==> config.mk <==
export PLATFORM = sky130hd
export DESIGN_NAME = sacc_top
export DESIGN_NICKNAME = d
export VERILOG_FILES = /design/src/inc/sacc_pkg.sv /design/src/design/sacc_trig_sync.sv /design/src/design/sacc_clk_div.sv /design/src/design/sacc_top.sv
export SDC_FILE = /design/constraint.sdc
export NUM_CORES = 1
export LEC_CHECK = 0
export CAP_MARGIN = 0
export CORE_ASPECT_RATIO = 1.75
export CORE_MARGIN = 3
export CORE_UTILIZATION = 55
export DETAILED_ROUTE_END_ITERATION = 6
export DONT_BUFFER_PORTS = 1
export PLACE_DENSITY = 0.7
export SLEW_MARGIN = 20
export SYNTH_ARGS = -nofsm -noshare
export SYNTH_HDL_FRONTEND = slang
export SYNTH_SLANG_ARGS = --single-unit
==> constraint.sdc <==
create_clock -name ref_clk_in -period 5.3 [get_ports ref_clk_in]
set_clock_uncertainty 0.2 [all_clocks]
set_input_delay 0.265 -clock ref_clk_in [delete_from_list [all_inputs] [get_ports ref_clk_in]]
set_output_delay 0.265 -clock ref_clk_in [all_outputs]
set_load 0.03 [all_outputs]
==> src/inc/sacc_pkg.sv <==
// shared constants, types and register map of the converter control block
// Behaviour
// - twelve-bit result, one decision per trial
// - up to one megasample per second throughput
// - differential or single-ended input, as selected
// - software starts single or continuous conversions
// - four hardware trigger sources start conversions
// - die temperature channel selectable like others
// - single-ended results are straight binary
// - differential results twos complement, shifted right
// - result in bits 27:16, sign above when differential
// - reset: acquisition eight, divider two, nineteen
// - start enable gates starts, not continuous
package sacc_pkg;
  localparam int unsigned SYS_CLK_HZ = 200_000_000;
  localparam int unsigned ADDR_W = 8;
  localparam int unsigned RES_W = 12;
  localparam logic [7:0] CTRL_OFS = 8'h00;
  localparam logic [7:0] CHAN_OFS = 8'h04;
  localparam logic [7:0] RESULT_OFS = 8'h08;
  localparam logic [7:0] STATUS_OFS = 8'h0c;
  localparam logic [7:0] TIMING_OFS = 8'h10;
  localparam logic [15:0] CTRL_RST = 16'h0600;
  localparam logic [4:0] EXTRA_RST = 5'h13;
  localparam logic [4:0] CHAN_RST = 5'h00;
  localparam logic [4:0] TEMP_CHAN = 5'h10;
  localparam logic [2:0] DIV_MAX = 3'h5;
  localparam logic [3:0] TRIAL_FIRST = 4'hb;
  localparam logic [4:0] TRIAL_CLKS = 5'h0c;
  localparam logic [11:0] MID_CODE = 12'h800;
  localparam int unsigned RES_LSB = 16;
  localparam int unsigned SRC_N = 4;
  localparam int unsigned SRC_PIN = 0;
  localparam int unsigned SRC_LOGIC = 1;
  localparam int unsigned SRC_TMR0 = 2;
  localparam int unsigned SRC_TMR1 = 3;

  typedef enum logic [2:0] {
    CT_NONE = 3'b000,
    CT_PIN = 3'b001,
    CT_LOGIC = 3'b010,
    CT_TMR0 = 3'b011,
    CT_TMR1 = 3'b100,
    CT_SINGLE = 3'b101,
    CT_CONT = 3'b110,
    CT_RSV = 3'b111
  } sacc_ctype_t;

  typedef struct packed {
    logic [1:0] rsv_hi;
    logic temp_en;
    logic [2:0] clk_div;
    logic [1:0] acq_sel;
    logic start_en;
    logic rsv6;
    logic diff;
    logic [1:0] rsv_lo;
    sacc_ctype_t ctype;
  } sacc_ctrl_t;

  typedef struct packed {
    logic track;
    logic diff;
    logic [4:0] chan;
    logic [RES_W-1:0] dac_code;
  } sacc_afe_t;
endpackage

==> src/design/sacc_trig_sync.sv <==
// three-flop synchroniser with rising-edge pulse, one per trigger line
`timescale 1ns/1ps
module sacc_trig_sync #(
  parameter int unsigned W = 4
) (
  input wire logic ref_clk_in,
  input wire logic srst_in,
  input wire logic [W-1:0] level_in,
  output logic [W-1:0] rise_out
);
  logic [W-1:0] s1, s2, s3, stable;
  logic [W-1:0] next_stable, next_rise;

  genvar g;
  generate
    for (g = 0; g < W; g++) begin : g_bit
      // a change counts only once the second and third stages agree
      assign next_stable[g] = (s2[g] == s3[g]) ? s3[g] : stable[g];
      assign next_rise[g] = next_stable[g] & ~stable[g];
    end
  endgenerate

  always_ff @(posedge ref_clk_in) begin
    if (srst_in) begin
      s1 <= '0;
      s2 <= '0;
      s3 <= '0;
      stable <= '0;
      rise_out <= '0;
    end else begin
      s1 <= level_in;
      s2 <= s1;
      s3 <= s2;
      stable <= next_stable;
      rise_out <= next_rise;
    end
  end
endmodule // sacc_trig_sync

==> src/design/sacc_clk_div.sv <==
// converter clock enable: one pulse every 2**sel system clocks
`timescale 1ns/1ps
module sacc_clk_div (
  input wire logic ref_clk_in,
  input wire logic srst_in,
  input wire logic restart_in,
  input wire logic [2:0] sel_in,
  output logic tick_out
);
  import sacc_pkg::*;
  logic [4:0] cnt, next_cnt;
  logic [4:0] top;

  always_comb begin
    // codes above the largest divider fall back to it
    top = 5'((6'h01 << ((sel_in > DIV_MAX) ? DIV_MAX : sel_in)) - 6'h01);
    tick_out = (cnt == top);
    if (restart_in || tick_out) begin
      next_cnt = 5'h00;
    end else begin
      next_cnt = 5'(cnt + 5'h01);
    end
  end

  always_ff @(posedge ref_clk_in) begin
    if (srst_in) begin
      cnt <= 5'h00;
    end else begin
      cnt <= next_cnt;
    end
  end
endmodule // sacc_clk_div

==> src/design/sacc_top.sv <==
// successive-approximation conversion control with apb register access
//
// Chosen here: the APB slave port and the register offsets.
`timescale 1ns/1ps
module sacc_top (
  input wire logic ref_clk_in,
  input wire logic srst_in,
  input wire logic psel_in,
  input wire logic penable_in,
  input wire logic pwrite_in,
  input wire logic [sacc_pkg::ADDR_W-1:0] paddr_in,
  input wire logic [31:0] pwdata_in,
  output logic [31:0] prdata_out,
  output logic pready_out,
  output logic pslverr_out,
  input wire logic conversion_trigger_pin_in,
  input wire logic programmable_logic_array_in,
  input wire logic first_general_timer_ovf_in,
  input wire logic second_general_timer_ovf_in,
  input wire logic comparator_in,
  output sacc_pkg::sacc_afe_t afe_out,
  output logic busy_out,
  output logic result_ready_out
);
  import sacc_pkg::*;

  typedef enum logic [2:0] {
    ST_IDLE = 3'b000,
    ST_ACQ = 3'b001,
    ST_TRIAL = 3'b010,
    ST_EXTRA = 3'b011,
    ST_DONE = 3'b100
  } sacc_state_t;

  function automatic logic map_hit(input logic [ADDR_W-1:0] a, input logic [7:0] ofs);
    map_hit = (a == ofs);
  endfunction

  // result word: 12 bits at 27:16, four sign copies above when differential, zeros when single-ended
  function automatic logic [31:0] encode(input logic [RES_W-1:0] code, input logic diff);
    logic [RES_W-1:0] tc;
    logic [RES_W-1:0] r;
    tc = code ^ MID_CODE;
    r = diff ? {tc[RES_W-1], tc[RES_W-1:1]} : code;
    encode = {{4{diff & r[RES_W-1]}}, r, 16'h0000};
  endfunction

  // ---------------- apb slave ----------------
  sacc_ctrl_t ctrl, next_ctrl;
  logic [4:0] chan, next_chan;
  logic [4:0] extra, next_extra;
  logic [31:0] result, next_result;
  logic ready, next_ready;
  logic [31:0] next_prdata;
  logic setup, access, wr, rd_result, wr_ctrl, mapped;

  always_comb begin
    setup = psel_in & ~penable_in;
    access = psel_in & penable_in;
    wr = access & pwrite_in;
    mapped = map_hit(paddr_in, CTRL_OFS) | map_hit(paddr_in, CHAN_OFS)
           | map_hit(paddr_in, RESULT_OFS) | map_hit(paddr_in, STATUS_OFS)
           | map_hit(paddr_in, TIMING_OFS);
    wr_ctrl = wr & map_hit(paddr_in, CTRL_OFS);
    rd_result = access & ~pwrite_in & map_hit(paddr_in, RESULT_OFS);
    pready_out = 1'b1;
    // unmapped addresses and writes to read-only words are flagged
    pslverr_out = access & (~mapped | (pwrite_in & (map_hit(paddr_in, RESULT_OFS)
                  | map_hit(paddr_in, STATUS_OFS))));
    next_ctrl = ctrl;
    next_chan = chan;
    next_extra = extra;
    if (wr_ctrl) begin
      next_ctrl = sacc_ctrl_t'(pwdata_in[15:0]);
      next_ctrl.rsv_hi = 2'h0;
      next_ctrl.rsv6 = 1'b0;
      next_ctrl.rsv_lo = 2'h0;
    end
    if (wr && map_hit(paddr_in, CHAN_OFS)) begin
      next_chan = pwdata_in[4:0];
    end
    if (wr && map_hit(paddr_in, TIMING_OFS)) begin
      next_extra = pwdata_in[4:0];
    end
    next_prdata = 32'h0000_0000;
    if (setup) begin
      case (paddr_in)
        CTRL_OFS: next_prdata = {16'h0000, ctrl};
        CHAN_OFS: next_prdata = {27'h0, chan};
        RESULT_OFS: next_prdata = result;
        STATUS_OFS: next_prdata = {30'h0, ready, busy_out};
        TIMING_OFS: next_prdata = {27'h0, extra};
        default: next_prdata = 32'h0000_0000;
      endcase
    end else if (access) begin
      next_prdata = prdata_out;
    end
  end

  always_ff @(posedge ref_clk_in) begin
    if (srst_in) begin
      ctrl <= sacc_ctrl_t'(CTRL_RST);
      chan <= CHAN_RST;
      extra <= EXTRA_RST;
      prdata_out <= 32'h0000_0000;
    end else begin
      ctrl <= next_ctrl;
      chan <= next_chan;
      extra <= next_extra;
      prdata_out <= next_prdata;
    end
  end

  // ---------------- triggers and clock enable ----------------
  logic [SRC_N-1:0] trig_lvl, trig_rise;
  logic tick, sw_single, sw_cont, hw_hit, start;
  logic [SRC_N-1:0] src_sel;

  assign trig_lvl = {second_general_timer_ovf_in, first_general_timer_ovf_in,
                     programmable_logic_array_in, conversion_trigger_pin_in};

  sacc_trig_sync #(.W(SRC_N)) u_sync (
    .ref_clk_in(ref_clk_in),
    .srst_in(srst_in),
    .level_in(trig_lvl),
    .rise_out(trig_rise)
  );

  sacc_state_t state, next_state;
  logic [4:0] cnt, next_cnt;
  logic [3:0] bit_idx, next_bit_idx;
  logic [RES_W-1:0] sar, next_sar;
  logic cont_run, next_cont_run;

  // divider realigns at each start from idle so acquisition gets whole clocks; continuous repeats are not realigned
  sacc_clk_div u_div (
    .ref_clk_in(ref_clk_in),
    .srst_in(srst_in),
    .restart_in(start),
    .sel_in(ctrl.clk_div),
    .tick_out(tick)
  );

  always_comb begin
    src_sel = '0;
    case (ctrl.ctype)
      CT_PIN: src_sel[SRC_PIN] = 1'b1;
      CT_LOGIC: src_sel[SRC_LOGIC] = 1'b1;
      CT_TMR0: src_sel[SRC_TMR0] = 1'b1;
      CT_TMR1: src_sel[SRC_TMR1] = 1'b1;
      default: src_sel = '0;
    endcase
    hw_hit = |(src_sel & trig_rise);
    // software starts act on the value being written
    sw_single = wr_ctrl & next_ctrl.start_en & (next_ctrl.ctype == CT_SINGLE);
    sw_cont = wr_ctrl & next_ctrl.start_en & (next_ctrl.ctype == CT_CONT);
    // edges seen while busy are dropped, not queued
    start = (state == ST_IDLE) & ((ctrl.start_en & hw_hit) | sw_single | sw_cont);
  end

  // ---------------- conversion sequencer ----------------
  always_comb begin
    next_state = state;
    next_cnt = cnt;
    next_bit_idx = bit_idx;
    next_sar = sar;
    next_cont_run = cont_run;
    next_result = result;
    next_ready = ready;
    // continuous series stops only when another type is written
    if (wr_ctrl && next_ctrl.ctype != CT_CONT) begin
      next_cont_run = 1'b0;
    end else if (sw_cont) begin
      next_cont_run = 1'b1;
    end
    if (rd_result) begin
      next_ready = 1'b0;
    end
    case (state)
      ST_IDLE: begin
        if (start) begin
          next_state = ST_ACQ;
          next_cnt = 5'(6'h02 << ctrl.acq_sel);
        end
      end
      ST_ACQ: begin
        if (tick) begin
          next_cnt = 5'(cnt - 5'h01);
          if (cnt == 5'h01) begin
            next_state = ST_TRIAL;
            next_bit_idx = TRIAL_FIRST;
            next_sar = MID_CODE;
          end
        end
      end
      ST_TRIAL: begin
        if (tick) begin
          // keep the trial bit when the input is above the dac level
          next_sar[bit_idx] = comparator_in;
          if (bit_idx != 4'h0) begin
            next_sar[bit_idx - 4'h1] = 1'b1;
            next_bit_idx = 4'(bit_idx - 4'h1);
          end else if (extra > TRIAL_CLKS) begin
            next_state = ST_EXTRA;
            next_cnt = 5'(extra - TRIAL_CLKS);
          end else begin
            next_state = ST_DONE;
          end
        end
      end
      ST_EXTRA: begin
        if (tick) begin
          next_cnt = 5'(cnt - 5'h01);
          if (cnt == 5'h01) begin
            next_state = ST_DONE;
          end
        end
      end
      ST_DONE: begin
        next_result = encode(sar, ctrl.diff);
        next_ready = 1'b1;
        if (next_cont_run) begin
          next_state = ST_ACQ;
          next_cnt = 5'(6'h02 << ctrl.acq_sel);
        end else begin
          next_state = ST_IDLE;
        end
      end
      default: next_state = ST_IDLE;
    endcase
  end

  always_ff @(posedge ref_clk_in) begin
    if (srst_in) begin
      state <= ST_IDLE;
      cnt <= 5'h00;
      bit_idx <= 4'h0;
      sar <= 12'h000;
      cont_run <= 1'b0;
      result <= 32'h0000_0000;
      ready <= 1'b0;
    end else begin
      state <= next_state;
      cnt <= next_cnt;
      bit_idx <= next_bit_idx;
      sar <= next_sar;
      cont_run <= next_cont_run;
      result <= next_result;
      ready <= next_ready;
    end
  end

  always_comb begin
    busy_out = (state != ST_IDLE);
    result_ready_out = ready;
    afe_out.track = (state == ST_ACQ);
    afe_out.diff = ctrl.diff;
    afe_out.chan = ctrl.temp_en ? TEMP_CHAN : chan;
    afe_out.dac_code = sar;
  end
endmodule // sacc_top

After elaboration in Yosys (flattened, before gate mapping)
Index checks and enable logic that the tools add are counted.
Widths: inputs -> output; s select.
Storage, ports and cells
  register bits: 117
  bits of input ports: 50
  logic and storage cells: 175
  output and inout bits: 55
Operators by class
  multiplexer cells: 51
  shift operators: 2
  $lt $le $gt $ge: 6
  reduce and logical (&&, ||, !) cells: 20
  bitwise gates (word level): 36
  equal/unequal tests: 33
  add/subtract/negate cells: 5
Operators with widths (number)
  $pmux 32 s5: 1
  $mux 32: 2
  $mux 12: 5
  $mux 5: 7
  $mux 3: 9
  $pmux 12 s2: 1
  $pmux 5 s4: 1
  $and 1x1->1: 18
  $eq 8x4->1 const B: 2
  $mux 4: 4
  $ne 2x2->1 const B: 8
  $mux 1: 15
  $pmux 3 s5: 1
  $reduce_and 7->1: 2
  $bwmux 12: 1
  $eq 3x2->1 const B: 4
  $eq 3x3->1 const B: 4
  $or 12x12->12: 1
  $lt 4x5->1 const B: 2
  $sub 5x1->5 const B: 2
  $demux 1 s4: 2
  $eq 8x3->1 const B: 1
  $eq 8x5->1 const B: 1
  $ge 4x1->1 const B: 2
  other kinds (29): 57

Longest topological paths before layout
  depth in word-level cells: 11
  mapped depth: 12
  mapped depth without buffers: 10

Modules after synthesis
Synthesis repeated with hierarchy kept, for this count alone.
Second synthesis, totals
  cells, all modules: 597
  area total of the unflattened synthesis: 5230.0 sq um
Modules (own cells, without submodules)
  sacc_top: cells an instance 519, instances 1, area an instance 4341.7 sq um, sequential area each 1721.7 sq um
  sacc_trig_sync: cells an instance 49, instances 1, area an instance 591.8 sq um, sequential area each 400.4 sq um
  sacc_clk_div: cells an instance 29, instances 1, area an instance 296.5 sq um, sequential area each 100.1 sq um

Least setup slack after synthesis
OpenSTA, ideal clock, no wires.
  path kind: reg2reg
  start: register ctrl[12] (netlist bit)
  end: register cnt[0]
  period minus slack after synthesis: 3.015 ns
  path buffers: 1
  cell stages (with the launch flop): 12
  data required time: 4.964 ns
  data arrival time: 2.679 ns
  slack: 2.285 ns
  library setup time: 0.136 ns
  path through: dfxtp_1 > buf_2 > nor3_1 > inv_1 > ha_1 > xnor2_1 > xnor2_1 > a2111oi_4 > nand3_1 > a221o_1 > a2111oi_0 > a211oi_1
On the way
  longest elaborated chain between the ends: 7
  elaborated cells between the ends (all ways): 8
  classes of those cells: add/sub (1); order compare (1); eq/ne (3); shift (1); mux (1); reduce/logical (1)
RTL lines
  start, declared: RTL line sacc_top.sv:49  | sacc_ctrl_t ctrl, next_ctrl;
  start signal, assigned: RTL line sacc_top.sv:102  | ctrl <= sacc_ctrl_t'(CTRL_RST);
  start signal, assigned: RTL line sacc_top.sv:107  | ctrl <= next_ctrl;
  $gt 3x3->1: RTL line sacc_clk_div.sv:16  | top = 5'((6'h01 << ((sel_in > DIV_MAX) ? DIV_MAX : sel_in)) - 6'h01);
  $mux 3 *: RTL line sacc_clk_div.sv:16
  $shl 1x3->5 *: RTL line sacc_clk_div.sv:16
  $sub 5x1->5 *: RTL line sacc_clk_div.sv:16
  $eq 5x5->1 *: RTL line sacc_clk_div.sv:17  | tick_out = (cnt == top);
  $ne 2x1->1 (no line) / $ne 2x2->1 (equally long branches)
  $reduce_and 7->1 (no line) *
  end signal, assigned: RTL line sacc_top.sv:244  | cnt <= next_cnt;
  end, declared: RTL line sacc_top.sv:130  | logic [4:0] cnt, next_cnt;
Mark *: on every way between the ends. The rest lies on a longest branch, timed or not.
A chain may end at the register's enable or synchronous reset.

Worst setup path after layout
Same ends and word-level chain as after synthesis.

==> flow_summary.toml <==
[final_layout]
final_nets = 653
finalNonFillerCells = 716
stdcell_area_um2 = 5620
nFillCells = 818
drive_gt1_share_pct = 4.19
diodes = 0
layout_common_cells = "dfxtp_1 (111), nor2_1 (100), nand2_1 (37), a21oi_1 (37), mux2i_1 (36)"
area_delta_synth_final_pct = 9.69
layout_commonest_cell = "dfxtp_1"

[routing]
drt_iter0_drc = 293
wl_um = 12000
antenna_left = 0
drtPass1Iterations = 6
wl_per_cell_um = 16.8
num_vias = 4288
drc = 0
detail_route.vias_per_cell = 5.99

[place]
gp_congestion = 0.888
io_buffers = 0
dp_cells = 680
hpwlAfterDp_um = 8280
place_area_um2 = 5090

[synthesis]
ys_ff_latch = 111
yosys.area.top_type = "dfxtp_1"
yosysSeqAreaShare_pct = 43.3
yosysTopAreaCellShare_pct = 43.3
synth_async_sr_flop_share_pct = 0
yosysWarnings = 0
synth_edf_count = 0
avgSynthCellArea_um2 = 8.53
synthTopCellsByArea = "dfxtp_1 (43%), nor2_1 (7.3%), mux2i_1 (7.0%)"
synth_area_um2 = 5130
synth_top_flop_cell = "dfxtp_1"
synthCells = 601
ys_types = 55

[worst_setup_path]
r2r_end = "cnt[0]"
setup.worst_path.start_class = "flip-flop"
cp_slowest_cell = "a2111oi_4"
r2r_start = "ctrl[12]"
crit_start = "ctrl[12]"
critPathKind = "flip-flop to flip-flop"
worst_r2r_path_depth = 10
path_max_fanout = 10
max_stage_delay_ns = 0.52
worstPathCellList = "nor3_1 > inv_1 > ha_1 > xor2_1 > o211ai_1 > a2111oi_4 > nand3_1 > a221o_1 > a2111oi_0 > a211oi_1"
critPathArrivalTime_ns = 3.58
crit_family = "compound AO/OA/AOI/OAI gates"
rrSetupSlack_ns = 1.74
required_ns = 5.32
cp_num_buf_inv = 1
critPathCaptureType = "flip-flop"

[power]
p_leak_nw = 2.02
power.switching_mw = 0.355
swShare_pct = 22.1
pwr-share-clk_pct = 43.3
comb_power_share_pct = 4.2
seqPwrFrac_pct = 52.5
p_per_area_nw_per_um2 = 286
ir_drop_mv = 0.207
internal_power_mw = 1.25

[clock_tree]
cts.sinks = 111
clkSlewWorstSetupHoldPaths_ns = 0.07
clkLatencyLatePin_ns = 0.35
post_cts_buffers = 0
cts-buffers-inserted = 9
htreeDepth = 3
clockBufferDepth = 2
cts_tree = "yes"
cts_root_buffer = "clkbuf_16"

[die]
ios = 105
dieArea_um2 = 10600
core.rowCount = 46
dieWidth_um = 79.0
start_util_pct = 56.4
die_h_um = 134
core_area_um2 = 9090

[worst_hold_path]
holdPathStages = 3
min_path_type = "input port to flip-flop"
hold_path_end = "chan[2]"
hold_start = "paddr_in[3]"

[grt]
grt_max_degree = 101
antenna_found_initial = 0
grt_pass1_wl_um = 19300
grt_pass1_vias = 3924
grt_use_total_pct = 22.8
grt-ovfl-total = 0

[sta]
grt_setup_unrepaired = "no"
setup_tns_ns = 0
slew_violations = 0
slew_headroom_pct = 23.6
period_minus_slack_ns = 3.56
finalHoldViolCount = 0
tightestPinTransition_ns = 1.14
period_share_pct = 67.2
setup_viol = 0
fmax_mhz = 281

[run]
cap_viol_max_count = 0

[outcome]
status = "complete, no violations"
worst min-delay path: cells and delay by family:
family	cells	cell delay (ns)
multiplexers	1	0.12
AND/OR/NAND/NOR	2	0.14
metal layers:
| metal | GRT usage, % | part of all wire [%] | wire [um] |
|---|---|---|---|
| met4 | 11.5 | 3.8 | 452 |
| met3 | 6.02 | 5.1 | 614 |
| met2 | 37.1 | 50 | 6000 |
| met1 | 27.3 | 41 | 4940 |
| met5 | 0 | 0 | 0 |
through the flow:
stage | hold slack, ns | setup slack, ns | util [%] | total power, mW
floorplan | 0.190 | 2.28 | - | 0.912
global placement | 0.145 | 2.00 | 56.0 | 0.903
detailed placement | 0.148 | 1.83 | 56.0 | 0.904
CTS | 0.00509 | 1.76 | 61.8 | 1.62
global route | 0.0258 | 1.43 | 61.8 | 1.67
finish | 0.0167 | 1.74 | 61.8 | 1.61
timing repair:
item,in CTS,in global routing
endpoints found under the setup margin,0,0
hold buffers,20,0
hold endpoints to repair,105,0
resized for setup,0,0
Yosys cell counts, types with 3 or more instances:
library cell  instances
nor3_1               17
a211oi_1             17
a221oi_1              7
ha_1                 12
and3_1                8
or3_1                 3
nand2b_1              5
a311oi_1              3
o211ai_1              4
inv_1                16
o21a_1                3
buf_1                 3
a22oi_1              26
nand2_1              37
dfxtp_1             111
xor2_1                5
a21oi_1              37
and2_1                3
clkbuf_1             31
buf_4                 8
nor2_1              100
o21ai_0              22
xnor2_1               6
nor2b_1              22
nand3_1               9
mux2i_1              36
o22ai_1               4
nand3b_1              3
o31ai_1               5
logic make-up (layout without fill, tap and decap cells):
kind of cell / count (synthesis) / in the layout / synth area share, %
xor+xnor: 11 / 11 / 1.88
mux: 36 / 36 / 7.03
other cells: 2 / 4 / 0.147
flops: 111 / 111 / 43.3
compound gates: 146 / 146 / 19.2
simple gates: 222 / 222 / 20.4
buf+inv: 61 / 54 / 5.10
fa+ha+maj: 12 / 12 / 2.93
layout make-up:
cell class	count	area, um2	area share [%]
Clock buffer	10	239	4.25
Clock inverter	6	72.6	1.29
Inverter	17	63.8	1.13
Multi-Input combinational cell	431	2650	47.1
Sequential cell	111	2220	39.5
Tap cell	120	150	2.67
Timing Repair Buffer	21	225	4.01
how the worst max path moves through the flow:
stage / to / cells past startpoint
floorplan: cnt[0] / 11
detailed placement: cnt[0] / 10
global placement: cnt[0] / 10
finish: cnt[0] / 10
CTS: cnt[0] / 10
global route: cnt[0] / 10
power by group through the flow:
stage               combinational [mW]  clock (mW)  sequential, mW
floorplan                       0.0489           0           0.863
global placement                0.0390           0           0.864
detailed placement              0.0400           0           0.864
CTS                             0.0669       0.713           0.845
global route                    0.0733       0.746           0.845
finish                          0.0671       0.697           0.845
sequential cells by signal (all words and copies together), names as in the netlist, 5 cells and up:
signal      flops
cnt             5
extra           5
sar            12
ctrl           10
prdata_out     26
u_div.cnt       5
chan            5
result         13
Note: power is estimated with default switching activity, not from simulation.
